## src/common/acqctl_pkg.sv

```systemverilog
// Package for the acquisition mode and stop control block.
// Assumes one 25 MHz clock and a plain register port on the owning module.
package acqctl_pkg;

   // =====================================================================
   // Register map (word index = byte address / 4)
   localparam logic [7:0]  ADDR_MODE      = 8'h00;
   localparam logic [7:0]  ADDR_COUNT     = 8'h04;
   localparam logic [7:0]  ADDR_RECLEN    = 8'h08;
   localparam logic [7:0]  ADDR_TIMEBASE  = 8'h0C;
   localparam logic [7:0]  ADDR_DISPLAY   = 8'h10;
   localparam logic [7:0]  ADDR_PERSIST   = 8'h14;
   localparam logic [7:0]  ADDR_INTENS    = 8'h18;
   localparam logic [7:0]  ADDR_STATUS    = 8'h1C;
   localparam logic [7:0]  ADDR_ACQCNT    = 8'h20;

   // =====================================================================
   // Field positions in the mode register
   localparam int MODE_ACQ_LSB   = 0;
   localparam int MODE_STOP_LSB  = 4;
   localparam int MODE_REP_BIT   = 8;
   localparam int MODE_LIMEN_BIT = 9;
   localparam int MODE_SINC_BIT  = 10;
   localparam int MODE_CH_LSB    = 12;

   // Display register fields
   localparam int DISP_STYLE_LSB = 0;
   localparam int DISP_ZOOM_LSB  = 4;

   // =====================================================================
   // Limits and reset values
   localparam logic [23:0] HIRES_REC_LIMIT = 24'h07A120;  // 500000 points
   localparam logic [23:0] RECLEN_RST      = 24'h0003E8;
   localparam logic [15:0] AVG_COUNT_RST   = 16'h0010;
   localparam logic [6:0]  INTENS_MIN      = 7'h14;        // 20 percent
   localparam logic [6:0]  INTENS_MAX      = 7'h64;        // 100 percent
   localparam logic [6:0]  INTENS_RST      = 7'h64;
   localparam logic [7:0]  ZOOM_UNITY      = 8'h01;

   // Time base thresholds, ns per division
   localparam logic [31:0] TB_REAL_NS      = 32'h0000_0064;  // 100 ns
   localparam logic [31:0] TB_MID_NS       = 32'h0000_0032;  // 50 ns
   localparam logic [31:0] TB_FAST_NS      = 32'h0000_0019;  // 25 ns

   // Persistence time unit: 1 ms
   localparam int CLK_HZ         = 25_000_000;
   localparam int PERSIST_UNIT_US = 1000;
   localparam int PERSIST_TICK_CYC = CLK_HZ / 1_000_000 * PERSIST_UNIT_US;

   // =====================================================================
   typedef enum logic [2:0] {
      ACQ_SAMPLE  = 3'h0,
      ACQ_EXTREME = 3'h1,
      ACQ_HIRES   = 3'h2,
      ACQ_ENVEL   = 3'h3,
      ACQ_AVERAGE = 3'h4
   } acqctl_mode_t;

   typedef enum logic [1:0] {
      STOP_RUNHALT = 2'h0,
      STOP_SINGLE  = 2'h1,
      STOP_LIMIT   = 2'h2
   } acqctl_stop_t;

   typedef enum logic [1:0] {
      SMP_REAL   = 2'h0,
      SMP_EQUIV  = 2'h1,
      SMP_INTERP = 2'h2
   } acqctl_smp_t;

   typedef enum logic [2:0] {
      STY_VECTORS = 3'h0,
      STY_INTENS  = 3'h1,
      STY_DOTS    = 3'h2,
      STY_INFPER  = 3'h3,
      STY_VARPER  = 3'h4
   } acqctl_style_t;

   // Front-panel and trigger events arriving each cycle
   typedef struct packed {
      logic run_halt_press;
      logic shifted_force_trigger_press;
      logic trigger;
      logic record_filled;
      logic limit_violation;
      logic setting_changed;
   } acqctl_evt_t;

   // Acquisition control outputs
   typedef struct packed {
      logic          acquiring;
      acqctl_mode_t  eff_mode;
      acqctl_smp_t   smp;
      logic          interp_sinc;
      logic          capture;
      logic          env_track;
      logic          first_sample;
   } acqctl_ctl_t;

endpackage : acqctl_pkg

```

## src/acqctl_top.sv

```systemverilog
// Acquisition mode, sampling choice, stop control and display settings.
// Assumes panel and trigger events are one-cycle pulses on sys_clk.
//
// Function
// - Hold acquisition count for envelope or average
// - Clamp record length entering high resolution
// - Repetitive on: real or equivalent time
// - Repetitive off: real time, interpolate gaps
// - Real at 100ns+, faster than 25ns not
// - 50ns real up to two, 25ns one
// - Fill gaps with selected interpolation filter
// - Run/halt toggles; stopped shows acquisition count
// - Single sequence: one record then stop
// - Single sequence, envelope or average: configured count then stop
// - Equivalent-time single: run until record filled
// - Shifted force trigger selects single sequence
// - Limit mode: halt on limit violation
// - Limit stop only when limit testing enabled
// - Intensified samples only interpolating or zoomed
// - Variable persistence keeps points entered time
// - Infinite persistence erased on setting change
// - Two intensities confined to 20..100 percent
// - Extreme pair single, envelope across acquisitions
// - High resolution and extreme fall back to sample when not real
// - Sample mode keeps first sample per interval
`timescale 1ns/100ps
module acqctl_top
   import acqctl_pkg::*;
(
   input  wire logic        sys_clk,
   input  wire logic        srst,
   input  wire logic [7:0]  reg_addr,
   input  wire logic [31:0] reg_wdata,
   input  wire logic        reg_wr,
   input  wire logic        reg_rd,
   output logic      [31:0] reg_rdata,
   input  wire acqctl_evt_t evt,
   output acqctl_ctl_t      ctl,
   output logic             persist_expire,
   output logic             persist_erase,
   output logic             intens_sample_mark,
   output logic      [6:0]  text_intensity,
   output logic      [6:0]  wave_intensity
);

   // ======================================================================
   // Configuration registers
   acqctl_mode_t  acq_mode_r;
   acqctl_stop_t  stop_mode_r;
   logic          rep_on_r;
   logic          limit_en_r;
   logic          sinc_r;
   logic [2:0]    chan_cnt_r;
   logic [15:0]   acq_count_r;
   logic [23:0]   reclen_r;
   logic [31:0]   timebase_r;
   acqctl_style_t style_r;
   logic [7:0]    zoom_r;
   logic [15:0]   persist_time_r;
   logic          acquiring_r;
   logic [31:0]   acqcnt_r;
   logic [15:0]   seq_cnt_r;
   logic [31:0]   rdata_r;
   logic [15:0]   persist_age_r;
   logic [$clog2(PERSIST_TICK_CYC)-1:0] tick_cnt_r;

   wire wr_mode    = reg_wr && reg_addr == ADDR_MODE;
   wire wr_count   = reg_wr && reg_addr == ADDR_COUNT;
   wire wr_reclen  = reg_wr && reg_addr == ADDR_RECLEN;
   wire wr_tb      = reg_wr && reg_addr == ADDR_TIMEBASE;
   wire wr_disp    = reg_wr && reg_addr == ADDR_DISPLAY;
   wire wr_persist = reg_wr && reg_addr == ADDR_PERSIST;
   wire wr_intens  = reg_wr && reg_addr == ADDR_INTENS;

   wire [2:0] new_acq  = reg_wdata[MODE_ACQ_LSB +: 3];
   wire [1:0] new_stop = reg_wdata[MODE_STOP_LSB +: 2];
   wire       new_acq_ok  = new_acq <= 3'h4;
   wire       new_stop_ok = new_stop <= 2'h2;
   wire       enter_hires = wr_mode && new_acq_ok && new_acq == ACQ_HIRES;

   // Clamp applies to whichever record length will stand after this cycle
   wire [23:0] reclen_src = wr_reclen ? reg_wdata[23:0] : reclen_r;
   wire        hires_next = enter_hires || (acq_mode_r == ACQ_HIRES && !wr_mode);
   wire [23:0] reclen_nxt = (hires_next && reclen_src > HIRES_REC_LIMIT)
                            ? HIRES_REC_LIMIT : reclen_src;

   // Intensity saturates into range rather than rejecting the write
   function automatic logic [6:0] clamp_int(input logic [7:0] v);
      if (v < {1'b0, INTENS_MIN})
         return INTENS_MIN;
      else if (v > {1'b0, INTENS_MAX})
         return INTENS_MAX;
      else
         return v[6:0];
   endfunction : clamp_int

   always_ff @(posedge sys_clk)
   begin
      if (srst)
      begin
         acq_mode_r     <= ACQ_SAMPLE;
         stop_mode_r    <= STOP_RUNHALT;
         rep_on_r       <= 1'b0;
         limit_en_r     <= 1'b0;
         sinc_r         <= 1'b1;
         chan_cnt_r     <= 3'h1;
         acq_count_r    <= AVG_COUNT_RST;
         reclen_r       <= RECLEN_RST;
         timebase_r     <= TB_REAL_NS;
         style_r        <= STY_VECTORS;
         zoom_r         <= ZOOM_UNITY;
         persist_time_r <= 16'h0001;
         text_intensity <= INTENS_RST;
         wave_intensity <= INTENS_RST;
      end
      else
      begin
         if (wr_mode)
         begin
            if (new_acq_ok)
               acq_mode_r <= acqctl_mode_t'(new_acq);
            if (new_stop_ok)
               stop_mode_r <= acqctl_stop_t'(new_stop);
            rep_on_r   <= reg_wdata[MODE_REP_BIT];
            limit_en_r <= reg_wdata[MODE_LIMEN_BIT];
            sinc_r     <= reg_wdata[MODE_SINC_BIT];
            chan_cnt_r <= reg_wdata[MODE_CH_LSB +: 3];
         end
         else if (evt.shifted_force_trigger_press)
            stop_mode_r <= STOP_SINGLE;
         if (wr_count && reg_wdata[15:0] != 16'h0000)
            acq_count_r <= reg_wdata[15:0];
         reclen_r <= reclen_nxt;
         if (wr_tb)
            timebase_r <= reg_wdata;
         if (wr_disp)
         begin
            if (reg_wdata[DISP_STYLE_LSB +: 3] <= 3'h4)
               style_r <= acqctl_style_t'(reg_wdata[DISP_STYLE_LSB +: 3]);
            zoom_r <= reg_wdata[DISP_ZOOM_LSB +: 8];
         end
         if (wr_persist && reg_wdata[15:0] != 16'h0000)
            persist_time_r <= reg_wdata[15:0];
         if (wr_intens)
         begin
            text_intensity <= clamp_int(reg_wdata[7:0]);
            wave_intensity <= clamp_int(reg_wdata[15:8]);
         end
      end
   end

   // ======================================================================
   // Sampling method from time base and channel count
   wire tb_slow  = timebase_r >= TB_REAL_NS;
   wire tb_mid   = timebase_r >= TB_MID_NS && chan_cnt_r <= 3'h2;
   wire tb_fast  = timebase_r >= TB_FAST_NS && chan_cnt_r <= 3'h1;
   wire real_ok  = tb_slow || tb_mid || tb_fast;
   // Equivalent time only when repetitive signal allowed, else interpolate
   wire [1:0] smp_sel = real_ok ? SMP_REAL :
                        rep_on_r ? SMP_EQUIV : SMP_INTERP;
   wire not_real = smp_sel != SMP_REAL;
   // Menu selection kept; only the effective mode drops back
   wire fallback = not_real && (acq_mode_r == ACQ_HIRES || acq_mode_r == ACQ_EXTREME);
   wire [2:0] eff_mode = fallback ? ACQ_SAMPLE : acq_mode_r;
   wire multi_acq = acq_mode_r == ACQ_ENVEL || acq_mode_r == ACQ_AVERAGE;

   // ======================================================================
   // Stop control
   wire limit_hit   = stop_mode_r == STOP_LIMIT && limit_en_r
                      && evt.limit_violation;
   wire seq_done_et = smp_sel == SMP_EQUIV && evt.record_filled;
   wire seq_last    = multi_acq ? seq_cnt_r + 16'h0001 >= acq_count_r : 1'b1;
   wire seq_done_rt = smp_sel != SMP_EQUIV && evt.trigger && seq_last;
   wire single_stop = stop_mode_r == STOP_SINGLE && (seq_done_et || seq_done_rt);
   wire start       = !acquiring_r && evt.run_halt_press;
   wire halt        = acquiring_r && (evt.run_halt_press || single_stop || limit_hit);
   wire acq_done    = acquiring_r && (smp_sel == SMP_EQUIV ? evt.record_filled
                                                           : evt.trigger);

   always_ff @(posedge sys_clk)
   begin
      if (srst)
      begin
         acquiring_r <= 1'b0;
         acqcnt_r    <= 32'h0000_0000;
         seq_cnt_r   <= 16'h0000;
      end
      else
      begin
         if (start)
            acquiring_r <= 1'b1;
         else if (halt)
            acquiring_r <= 1'b0;
         if (start)
         begin
            acqcnt_r  <= 32'h0000_0000;
            seq_cnt_r <= 16'h0000;
         end
         else if (acq_done)
         begin
            acqcnt_r  <= acqcnt_r + 32'h0000_0001;
            seq_cnt_r <= seq_cnt_r + 16'h0001;
         end
      end
   end

   // ======================================================================
   // Persistence timing, one tick per unit of persistence time
   wire tick = tick_cnt_r == ($clog2(PERSIST_TICK_CYC))'(PERSIST_TICK_CYC - 1);
   wire age_full = persist_age_r + 16'h0001 >= persist_time_r;

   always_ff @(posedge sys_clk)
   begin
      if (srst)
      begin
         tick_cnt_r     <= '0;
         persist_age_r  <= 16'h0000;
         persist_expire <= 1'b0;
         persist_erase  <= 1'b0;
      end
      else
      begin
         tick_cnt_r <= tick ? '0 : tick_cnt_r + 1'b1;
         persist_expire <= 1'b0;
         if (style_r == STY_VARPER && tick)
         begin
            persist_age_r  <= age_full ? 16'h0000 : persist_age_r + 16'h0001;
            persist_expire <= age_full;
         end
         // Erase only on a real control change, never on time
         persist_erase <= style_r == STY_INFPER && evt.setting_changed;
      end
   end

   // ======================================================================
   // Control outputs, all registered
   always_ff @(posedge sys_clk)
   begin
      if (srst)
      begin
         ctl                <= '0;
         intens_sample_mark <= 1'b0;
      end
      else
      begin
         ctl.acquiring    <= acquiring_r;
         ctl.eff_mode     <= acqctl_mode_t'(eff_mode);
         ctl.smp          <= acqctl_smp_t'(smp_sel);
         ctl.interp_sinc  <= sinc_r;
         ctl.capture      <= acquiring_r && evt.trigger;
         ctl.env_track    <= acq_mode_r == ACQ_ENVEL;
         ctl.first_sample <= eff_mode == ACQ_SAMPLE;
         intens_sample_mark <= style_r == STY_INTENS &&
                               ((smp_sel == SMP_INTERP && !rep_on_r) ||
                                zoom_r > ZOOM_UNITY);
      end
   end

   // ======================================================================
   // Register read port, data one cycle after the strobe
   wire [31:0] mode_rd = {17'h0, chan_cnt_r, 1'b0, sinc_r, limit_en_r, rep_on_r,
                          2'h0, stop_mode_r, 1'b0, acq_mode_r};
   wire [31:0] status_rd = {25'h0, acq_mode_r == ACQ_HIRES, fallback,
                            stop_mode_r, smp_sel, acquiring_r};
   wire [31:0] rd_mux =
      reg_addr == ADDR_MODE     ? mode_rd :
      reg_addr == ADDR_COUNT    ? {16'h0, acq_count_r} :
      reg_addr == ADDR_RECLEN   ? {8'h0, reclen_r} :
      reg_addr == ADDR_TIMEBASE ? timebase_r :
      reg_addr == ADDR_DISPLAY  ? {20'h0, zoom_r, 1'b0, style_r} :
      reg_addr == ADDR_PERSIST  ? {16'h0, persist_time_r} :
      reg_addr == ADDR_INTENS   ? {17'h0, wave_intensity, 1'b0, text_intensity} :
      reg_addr == ADDR_STATUS   ? status_rd :
      reg_addr == ADDR_ACQCNT   ? acqcnt_r : 32'h0000_0000;

   always_ff @(posedge sys_clk)
   begin
      if (srst)
         rdata_r <= 32'h0000_0000;
      else
         rdata_r <= reg_rd ? rd_mux : 32'h0000_0000;
   end
   assign reg_rdata = rdata_r;

   // ======================================================================
   // Checks
   property p_hires_clamp;
      @(posedge sys_clk) disable iff (srst)
      enter_hires |=> reclen_r <= HIRES_REC_LIMIT;
   endproperty
   a_hires_clamp: assert property (p_hires_clamp) else $error("record length not clamped");

   property p_slow_real;
      @(posedge sys_clk) disable iff (srst)
      tb_slow |=> ctl.smp == SMP_REAL || $changed(timebase_r);
   endproperty
   a_slow_real: assert property (p_slow_real) else $error("slow time base not real");

   property p_no_et_when_off;
      @(posedge sys_clk) disable iff (srst)
      !rep_on_r |=> ctl.smp != SMP_EQUIV || $changed(rep_on_r);
   endproperty
   a_no_et_when_off: assert property (p_no_et_when_off) else $error("ET used while off");

   property p_toggle;
      @(posedge sys_clk) disable iff (srst)
      evt.run_halt_press && stop_mode_r == STOP_RUNHALT |=> acquiring_r != $past(acquiring_r);
   endproperty
   a_toggle: assert property (p_toggle) else $error("run halt did not toggle");

   property p_single_stop;
      @(posedge sys_clk) disable iff (srst)
      acquiring_r && stop_mode_r == STOP_SINGLE && !multi_acq && smp_sel == SMP_REAL
         && evt.trigger |=> !acquiring_r;
   endproperty
   a_single_stop: assert property (p_single_stop) else $error("single did not stop");

   property p_limit_gate;
      @(posedge sys_clk) disable iff (srst)
      acquiring_r && !limit_en_r && !evt.run_halt_press && stop_mode_r == STOP_LIMIT
         |=> acquiring_r;
   endproperty
   a_limit_gate: assert property (p_limit_gate) else $error("limit stop while disabled");

   property p_force_single;
      @(posedge sys_clk) disable iff (srst)
      evt.shifted_force_trigger_press && !wr_mode |=> stop_mode_r == STOP_SINGLE;
   endproperty
   a_force_single: assert property (p_force_single) else $error("force not single");

   property p_restart_clear;
      @(posedge sys_clk) disable iff (srst)
      start |=> acqcnt_r == 32'h0000_0000 ##1 acqcnt_r <= 32'h0000_0001;
   endproperty
   a_restart_clear: assert property (p_restart_clear) else $error("count not cleared");

   property p_intens_range;
      @(posedge sys_clk) disable iff (srst)
      wr_intens |=> text_intensity >= INTENS_MIN && text_intensity <= INTENS_MAX
                    && wave_intensity >= INTENS_MIN && wave_intensity <= INTENS_MAX;
   endproperty
   a_intens_range: assert property (p_intens_range) else $error("intensity out of range");

   property p_et_hold;
      @(posedge sys_clk) disable iff (srst)
      acquiring_r && stop_mode_r == STOP_SINGLE && smp_sel == SMP_EQUIV
         && !evt.record_filled && !evt.run_halt_press |=> acquiring_r;
   endproperty
   a_et_hold: assert property (p_et_hold) else $error("ET single stopped early");

   property p_expire_gate;
      @(posedge sys_clk) disable iff (srst)
      style_r != STY_VARPER |=> !persist_expire;
   endproperty
   a_expire_gate: assert property (p_expire_gate) else $error("stray expire");

   property p_mark_gate;
      @(posedge sys_clk) disable iff (srst)
      style_r != STY_INTENS |=> !intens_sample_mark;
   endproperty
   a_mark_gate: assert property (p_mark_gate) else $error("stray sample mark");

   property p_erase_gate;
      @(posedge sys_clk) disable iff (srst)
      !evt.setting_changed |=> !persist_erase;
   endproperty
   a_erase_gate: assert property (p_erase_gate) else $error("erase without change");

   property p_env_track;
      @(posedge sys_clk) disable iff (srst)
      acq_mode_r == ACQ_ENVEL |=> ctl.env_track;
   endproperty
   a_env_track: assert property (p_env_track) else $error("envelope not tracked");

endmodule : acqctl_top

```

## config.mk

```make
export PLATFORM = sky130hd
export DESIGN_NAME = acqctl_top
export DESIGN_NICKNAME = d
export VERILOG_FILES = /design/src/common/acqctl_pkg.sv /design/src/acqctl_top.sv
export SDC_FILE = /design/constraint.sdc
export NUM_CORES = 1
export LEC_CHECK = 0
export ABC_CLOCK_PERIOD_IN_PS = 8050
export BUFFER_PORTS_ARGS = -buffer_cell sky130_fd_sc_hd__buf_2
export CAP_MARGIN = 20
export CORE_MARGIN = 1.5
export CORE_UTILIZATION = 55
export DETAILED_ROUTE_END_ITERATION = 7
export PLACE_DENSITY = 0.83
export SLEW_MARGIN = 20
export SYNTH_ARGS = -nofsm -noshare
export SYNTH_HDL_FRONTEND = slang
export SYNTH_SLANG_ARGS = --single-unit
```

## constraint.sdc

```tcl
create_clock -name sys_clk -period 8.05 [get_ports sys_clk]
set_clock_uncertainty 0.1 [all_clocks]
set_input_delay 0 -clock sys_clk [delete_from_list [all_inputs] [get_ports sys_clk]]
set_output_delay 0 -clock sys_clk [all_outputs]
set_load 0.05 [all_outputs]
```

Word-level counts from Yosys, hierarchy flattened:

Cells that the tools add are included.

* bits of input ports: 50
* word-level logic and storage cells: 163
* output and inout bits: 59
* register bits after elaboration: 249

* bitwise gates (word level): 2
* reduce and logical (&&, ||, !) cells: 59
* equality and inequality tests: 23
* multiplexer cells: 26
* add/sub/neg operators: 4
* magnitude comparators: 15

Operator list (count)
* 2-to-1 mux 32 bit: 6
* 2-to-1 mux 24 bit: 2
* adder 16 x 1 -> 16 bit (second input constant): 2
* adder 32 x 1 -> 32 bit (second input constant): 1
* equality test 8 x 5 -> 1 bit (second input constant): 4
* greater-or-equal comparator 16 bit: 2
* greater-or-equal comparator 32 x 5 -> 1 bit (second input constant): 1
* greater-or-equal comparator 32 x 6 -> 1 bit (second input constant): 1
* greater-or-equal comparator 32 x 7 -> 1 bit (second input constant): 1
* 2-to-1 mux 16 bit: 2
* logical AND 1 bit: 30
* 2-to-1 mux 7 bit: 4
* > comparator 24 x 19 -> 1 bit (second input constant): 1
* 2-to-1 mux 19 bit: 1
* equality test 8 x 4 -> 1 bit (second input constant): 2
* > comparator 8 x 7 -> 1 bit (second input constant): 2
* < comparator 8 x 5 -> 1 bit (second input constant): 2
* nonzero test 16 bit: 1
* adder 15 x 1 -> 15 bit (second input constant): 1
* equality test 15 bit (second input constant): 1
* 2-to-1 mux 15 bit: 1
* equality test 3 x 2 -> 1 bit (second input constant): 4
* 2-to-1 mux 2 bit: 5
* OR reduction 2 bit: 5
* other kinds (24): 47

Depth between registers and ports, before layout:

* word-level depth: 15
* gate-level depth with buffers: 15
* depth with buffers taken out: 13

Worst setup path after synthesis:

No wires, ideal clock.

* kind: register to register
* start point: reg persist_age_r[6]
* end point: reg persist_age_r[12]
* period minus slack after synthesis: 3.087 ns
* stages on the path, launching flop included: 16
* library setup time: 0.074 ns
* setup slack: 4.963 ns
* buffers on the path: 3
* arrival: 2.913 ns
* data required time: 7.876 ns
* path through: dfxtp_1 > clkbuf_1 > and4_1 > and2_1 > and3_1 > clkbuf_1 > and3_1 > xnor2_1 > ha_1 > o21a_1 > o21ai_0 > a21oi_1 > a22oi_1 > clkbuf_1 > a31oi_1 > o21ai_0

* word-level cells in the longest chain between the ends: 3

Ends and longest elaborated chain
* start: declaration: line acqctl_top.sv:64 `logic [15:0] persist_age_r;`
* start signal: assignment: line acqctl_top.sv:227 `persist_age_r <= age_full ? 16'h0000 : persist_age_r + 16'h0001;`
* adder 16 x 1 -> 16 bit *: line acqctl_top.sv:210, acqctl_top.sv:227
* greater-or-equal comparator 16 bit: line acqctl_top.sv:210 `wire age_full = persist_age_r + 16'h0001 >= persist_time_r;`
* 2-to-1 mux 16 bit *: line acqctl_top.sv:227

Every way passes the cells marked *; elsewhere a longest branch is shown, timed or not.
A chain may end at the register's enable or synchronous reset.

Final worst setup path:

* start point: in reg_addr[6]
* end point: reg acq_count_r[4]

* word-level cells in the longest chain between the ends: 3

Ends and longest elaborated chain
* start: declaration: line acqctl_top.sv:32 `input wire logic [7:0] reg_addr,`
* equality test 8 x 3 -> 1 bit: line acqctl_top.sv:68 `wire wr_count = reg_wr && reg_addr == ADDR_COUNT;`
* logical AND 1 bit: line acqctl_top.sv:68
* logical AND 1 bit: line acqctl_top.sv:131 `if (wr_count && reg_wdata[15:0] != 16'h0000)`
* end signal: assignment: line acqctl_top.sv:132 `acq_count_r <= reg_wdata[15:0];`
* end: declaration: line acqctl_top.sv:54 `logic [15:0] acq_count_r;`

Every way passes these cells.

==> summary.md <==
| Metric | Value |
|---|---|
| Root buf cell | `clkbuf_16` |
| Via density per instance | `6.53` |
| Maximum clock path buffer count | `3` |
| Nets in the synthesized netlist | `1695` |
| Part of the Yosys area used for sequential elements | `0.378` |
| Total vias in the final route | `13275` |
| FF-to-FF setup slack | `4.52 ns` |
| Number of enable flip-flop cells after synthesis | `0` |
| PortBufs | `108` |
| Clock latency on the worst-skew pair | `0.58 ns` |
| CTS tree | `yes` |
| Largest stage delay on the critical path | `0.87 ns` |
| Leftover overflow at the end of global routing | `0` |
| Family of cells with the greatest summed delay on the critical path | `simple AND/OR/NAND/NOR gates` |
| Fmax | `278 MHz` |
| Slew Viols, Final | `0` |
| Final-layout fill cell count | `1940` |
| Number of iterations in the first detailed-routing pass | `8` |
| Leading register cell type out of synthesis | `dfxtp_1` |
| Synth-to-Final Area Change | `15.5%` |
| Largest fanout on the critical path | `17` |
| Tmin final | `3.60 ns` |
| Number of H-tree branching levels | `1` |
| Critical path class | `in -> reg` |
| Routed length per instance | `20.9 µm` |
| Distinct cell type count after synthesis | `81` |
| Type of element capturing the critical path | `flip-flop` |
| Post-Route WL | `42400 µm` |
| Worst path slowest cell | `nor2_1` |
| Cells on Worst Hold Path | `4` |
| Startpoint of the most critical register-to-register path | `persist_age_r[0]` |
| Total Negative Setup Slacks | `0 ns` |
| Number of resized instances in the post-cts repair step | `0` |
| Synth top area share | `0.378` |
| Syn Std Cell Area | `13200 µm²` |
| Register bit count reported by yosys | `249` |
| Clock transition at the register clock pins on the worst setup and hold paths after CTS | `0.06 ns` |
| VDD IR max | `0.000195 V` |
| Ys Warns | `0` |
| Nature of the critical path startpoint | `input pin` |
| Antenna violation net count after detailed routing | `0` |
| Leakage power summed over all cells | `6.05 nW` |
| Design area | `15200 µm²` |
| Die H | `158 µm` |
| Slew at the pin closest to its max-slew limit | `1.15 ns` |
| Cell row count | `56` |
| Placed standard-cell area | `13700 µm²` |
| Required time reported for the critical path endpoint | `8.37 ns` |
| Unrepaired setup endpoints after global routing | `false` |
| Total core area | `23500 µm²` |
| Reg2reg path depth | `13` |
| Crit path DAT | `3.92 ns` |
| Most area-consuming cells after synthesis | `dfxtp_1, mux2i_1, nand2_1` |
| Cell count after synthesis | `1609` |
| Initial antenna violation count | `1` |
| 1st-iter DRT viols | `1913` |
| Final setup viols | `0` |
| Power per standard cell area | `181 nW/µm²` |
| Max-Cap Viols | `0` |
| Fraction of the cycle the final worst path needs | `0.447` |
| Library cell with the largest summed area after synthesis | `dfxtp_1` |
| Fraction of synthesis flops using an asynchronous set or reset pin | `0` |
| Wire length of the first global-routing pass | `66000 µm` |
| Failing checks | `design-rule violations` |
| Critical hold path startpoint | `reg_addr[3]` |
| Vias in the first global route | `12106` |
| Post-DP HPWL | `28600 µm` |
| Placer congestion estimate | `1.00` |
| Hold EP | `reg_rdata[4]` |
| Remaining routing DRC violations | `6` |
| Critical path buffers and inverters | `4` |
| Number of diodes added for antenna fixing | `0` |
| CTS buffer count | `28` |
| Per-instance average area after synthesis | `8.19 µm²` |
| R2R Path End | `persist_age_r[13]` |
| Post-layout net count | `1780` |
| Proportion of layout cells with a drive suffix above 1 | `0.117` |
| Total I/O pin count | `109` |
| Final hold violation count | `0` |
| Cells traversed along the worst timing path | `dlygate4sd3_1 -> buf_2 -> nor4_4 -> dlygate4sd3_1 -> buf_4 -> nand2_1 -> nor2_1 -> nand2b_1 -> o21ai_0 -> nand2_1` |
| Die W | `158 µm` |
| Maximum number of pins on one net before global-route repair | `110` |
| Total routing usage reported by global routing | `0.337` |
| Floorplan die area | `24900 µm²` |
| Clock sink count | `249` |
| Slew HR | `0.232` |
| Result of the run | `finished with violations` |
| Initial standard-cell utilization of the core | `0.561` |
| Worst hold-check path type | `in -> reg` |
[registers in the layout, summed over array words and instances (netlist names), 2 cells and up]
name            cells
seq_cnt_r          16
reclen_r           24
timebase_r         32
zoom_r              8
stop_mode_r         2
wave_intensity      7
reg_rdata          32
acq_mode_r          3
acq_count_r        16
acqcnt_r           32
tick_cnt_r         15
persist_time_r     16
persist_age_r      16
style_r             3
chan_cnt_r          3
ctl                10
text_intensity      7
[per-stage QoR]
step           hold WS [ns]   util  worst slack [ns]  total power [W]  instances
2_1_floorplan        0.0327      -              4.96          0.00134       1609
3_3_place_gp          0.145  0.585              4.72          0.00139       1934
3_5_place_dp          0.149  0.585              4.58          0.00139       1934
4_1_cts              0.0425  0.648              4.55          0.00275       2033
5_1_grt               0.101  0.648              4.22          0.00281       2033
6_report             0.0741  0.648              4.45          0.00275       2033
[worst max-delay path by stage]
stage	from	endpoint	cells past startpoint
detailed placement	persist_age_r[0]	persist_age_r[13]	13
finish	reg_addr[6]	acq_count_r[4]	10
CTS	persist_age_r[0]	persist_age_r[13]	13
floorplan	persist_age_r[6]	persist_age_r[12]	15
global placement	persist_age_r[0]	persist_age_r[13]	13
global route	seq_cnt_r[0]	acquiring_r	13
[metal layers]
| layer | part of all wire | vias to the layer above | GRT usage |
|---|---|---|---|
| met2 | 0.45 | 869 | 0.536 |
| met5 | 0.00028 | - | 0 |
| met3 | 0.11 | 168 | 0.0619 |
| met4 | 0.051 | 2 | 0.167 |
| li1 | - | 6017 | - |
| met1 | 0.39 | 6219 | 0.441 |
[layout make-up]
cell class / instances / area [µm²] / share of cell area
clock buffer: 36 / 781 / 0.0513
clock inverter: 14 / 205 / 0.0135
inverter: 45 / 169 / 0.0111
multi-input combinational: 1197 / 7520 / 0.494
sequential: 249 / 4980 / 0.328
tap: 319 / 399 / 0.0262
timing repair buffer: 173 / 1160 / 0.0761
[cell usage in the layout, fill, tap and decap left out, types with 23 or more instances in the layout]
cell type	synthesis	routed
xnor2_1	25	25
o21ai_0	63	63
nor3_1	40	40
ha_1	36	36
nand4_1	39	39
mux2i_1	102	102
nor4_1	26	26
or3_1	35	35
a21oi_1	96	96
nand3_1	63	62
nor2_1	140	138
nand2_1	225	224
and3_1	26	26
inv_1	43	43
dlygate4sd3_1	0	49
dfxtp_1	249	249
a22oi_1	23	23
buf_2	17	107
clkbuf_16	0	28
[cell families after synthesis]
group | share of synthesized area
AND/OR/NAND/NOR | 0.257
multiplexers | 0.0792
adder cells (fa/ha/maj) | 0.0342
XOR/XNOR | 0.0273
buffers and inverters | 0.0520
flip-flops | 0.378
AO/OA/AOI/OAI | 0.172
[worst register-to-register path, cell delays in order, from the launching register on]
cell and delay (ns):
dfxtp_1 0.45, ha_1 0.31, and3_1 0.24, and3_1 0.27, and3_1 0.22, xnor2_1 0.14
ha_1 0.28, a21o_1 0.19, a22oi_1 0.15, o211ai_1 0.13, a22oi_1 0.16, buf_4 0.28
nand2_1 0.24, o41ai_1 0.28
[power breakdown]
group          total (W)  internal (W)  switching, W  leakage (nW)
clock network    0.00136      0.000815      0.000545         0.485
registers        0.00124       0.00124    0.00000466          2.01
logic           0.000149     0.0000494      0.000100          3.56
total            0.00275       0.00210      0.000650          6.05
[cells in the mapped netlist, types with 17 or more instances]
cell type  number
a22oi_1        23
mux2i_1       102
xnor2_1        25
clkbuf_1       88
or3_1          35
a31oi_1        20
nor3_1         40
nand3_1        63
and3_1         26
o21ai_0        63
a21oi_1        96
nand2_1       225
dfxtp_1       249
nor2_1        140
buf_2          17
inv_1          43
nand4_1        39
a222oi_1       20
ha_1           36
nor4_1         26
[what timing repair did]
action                    4_1_cts  5_1_grt
setup buffers                   0        0
hold endpoints to repair      158        0
hold buffers                   49        0
No activity file was read; power rests on OpenSTA's default activity.
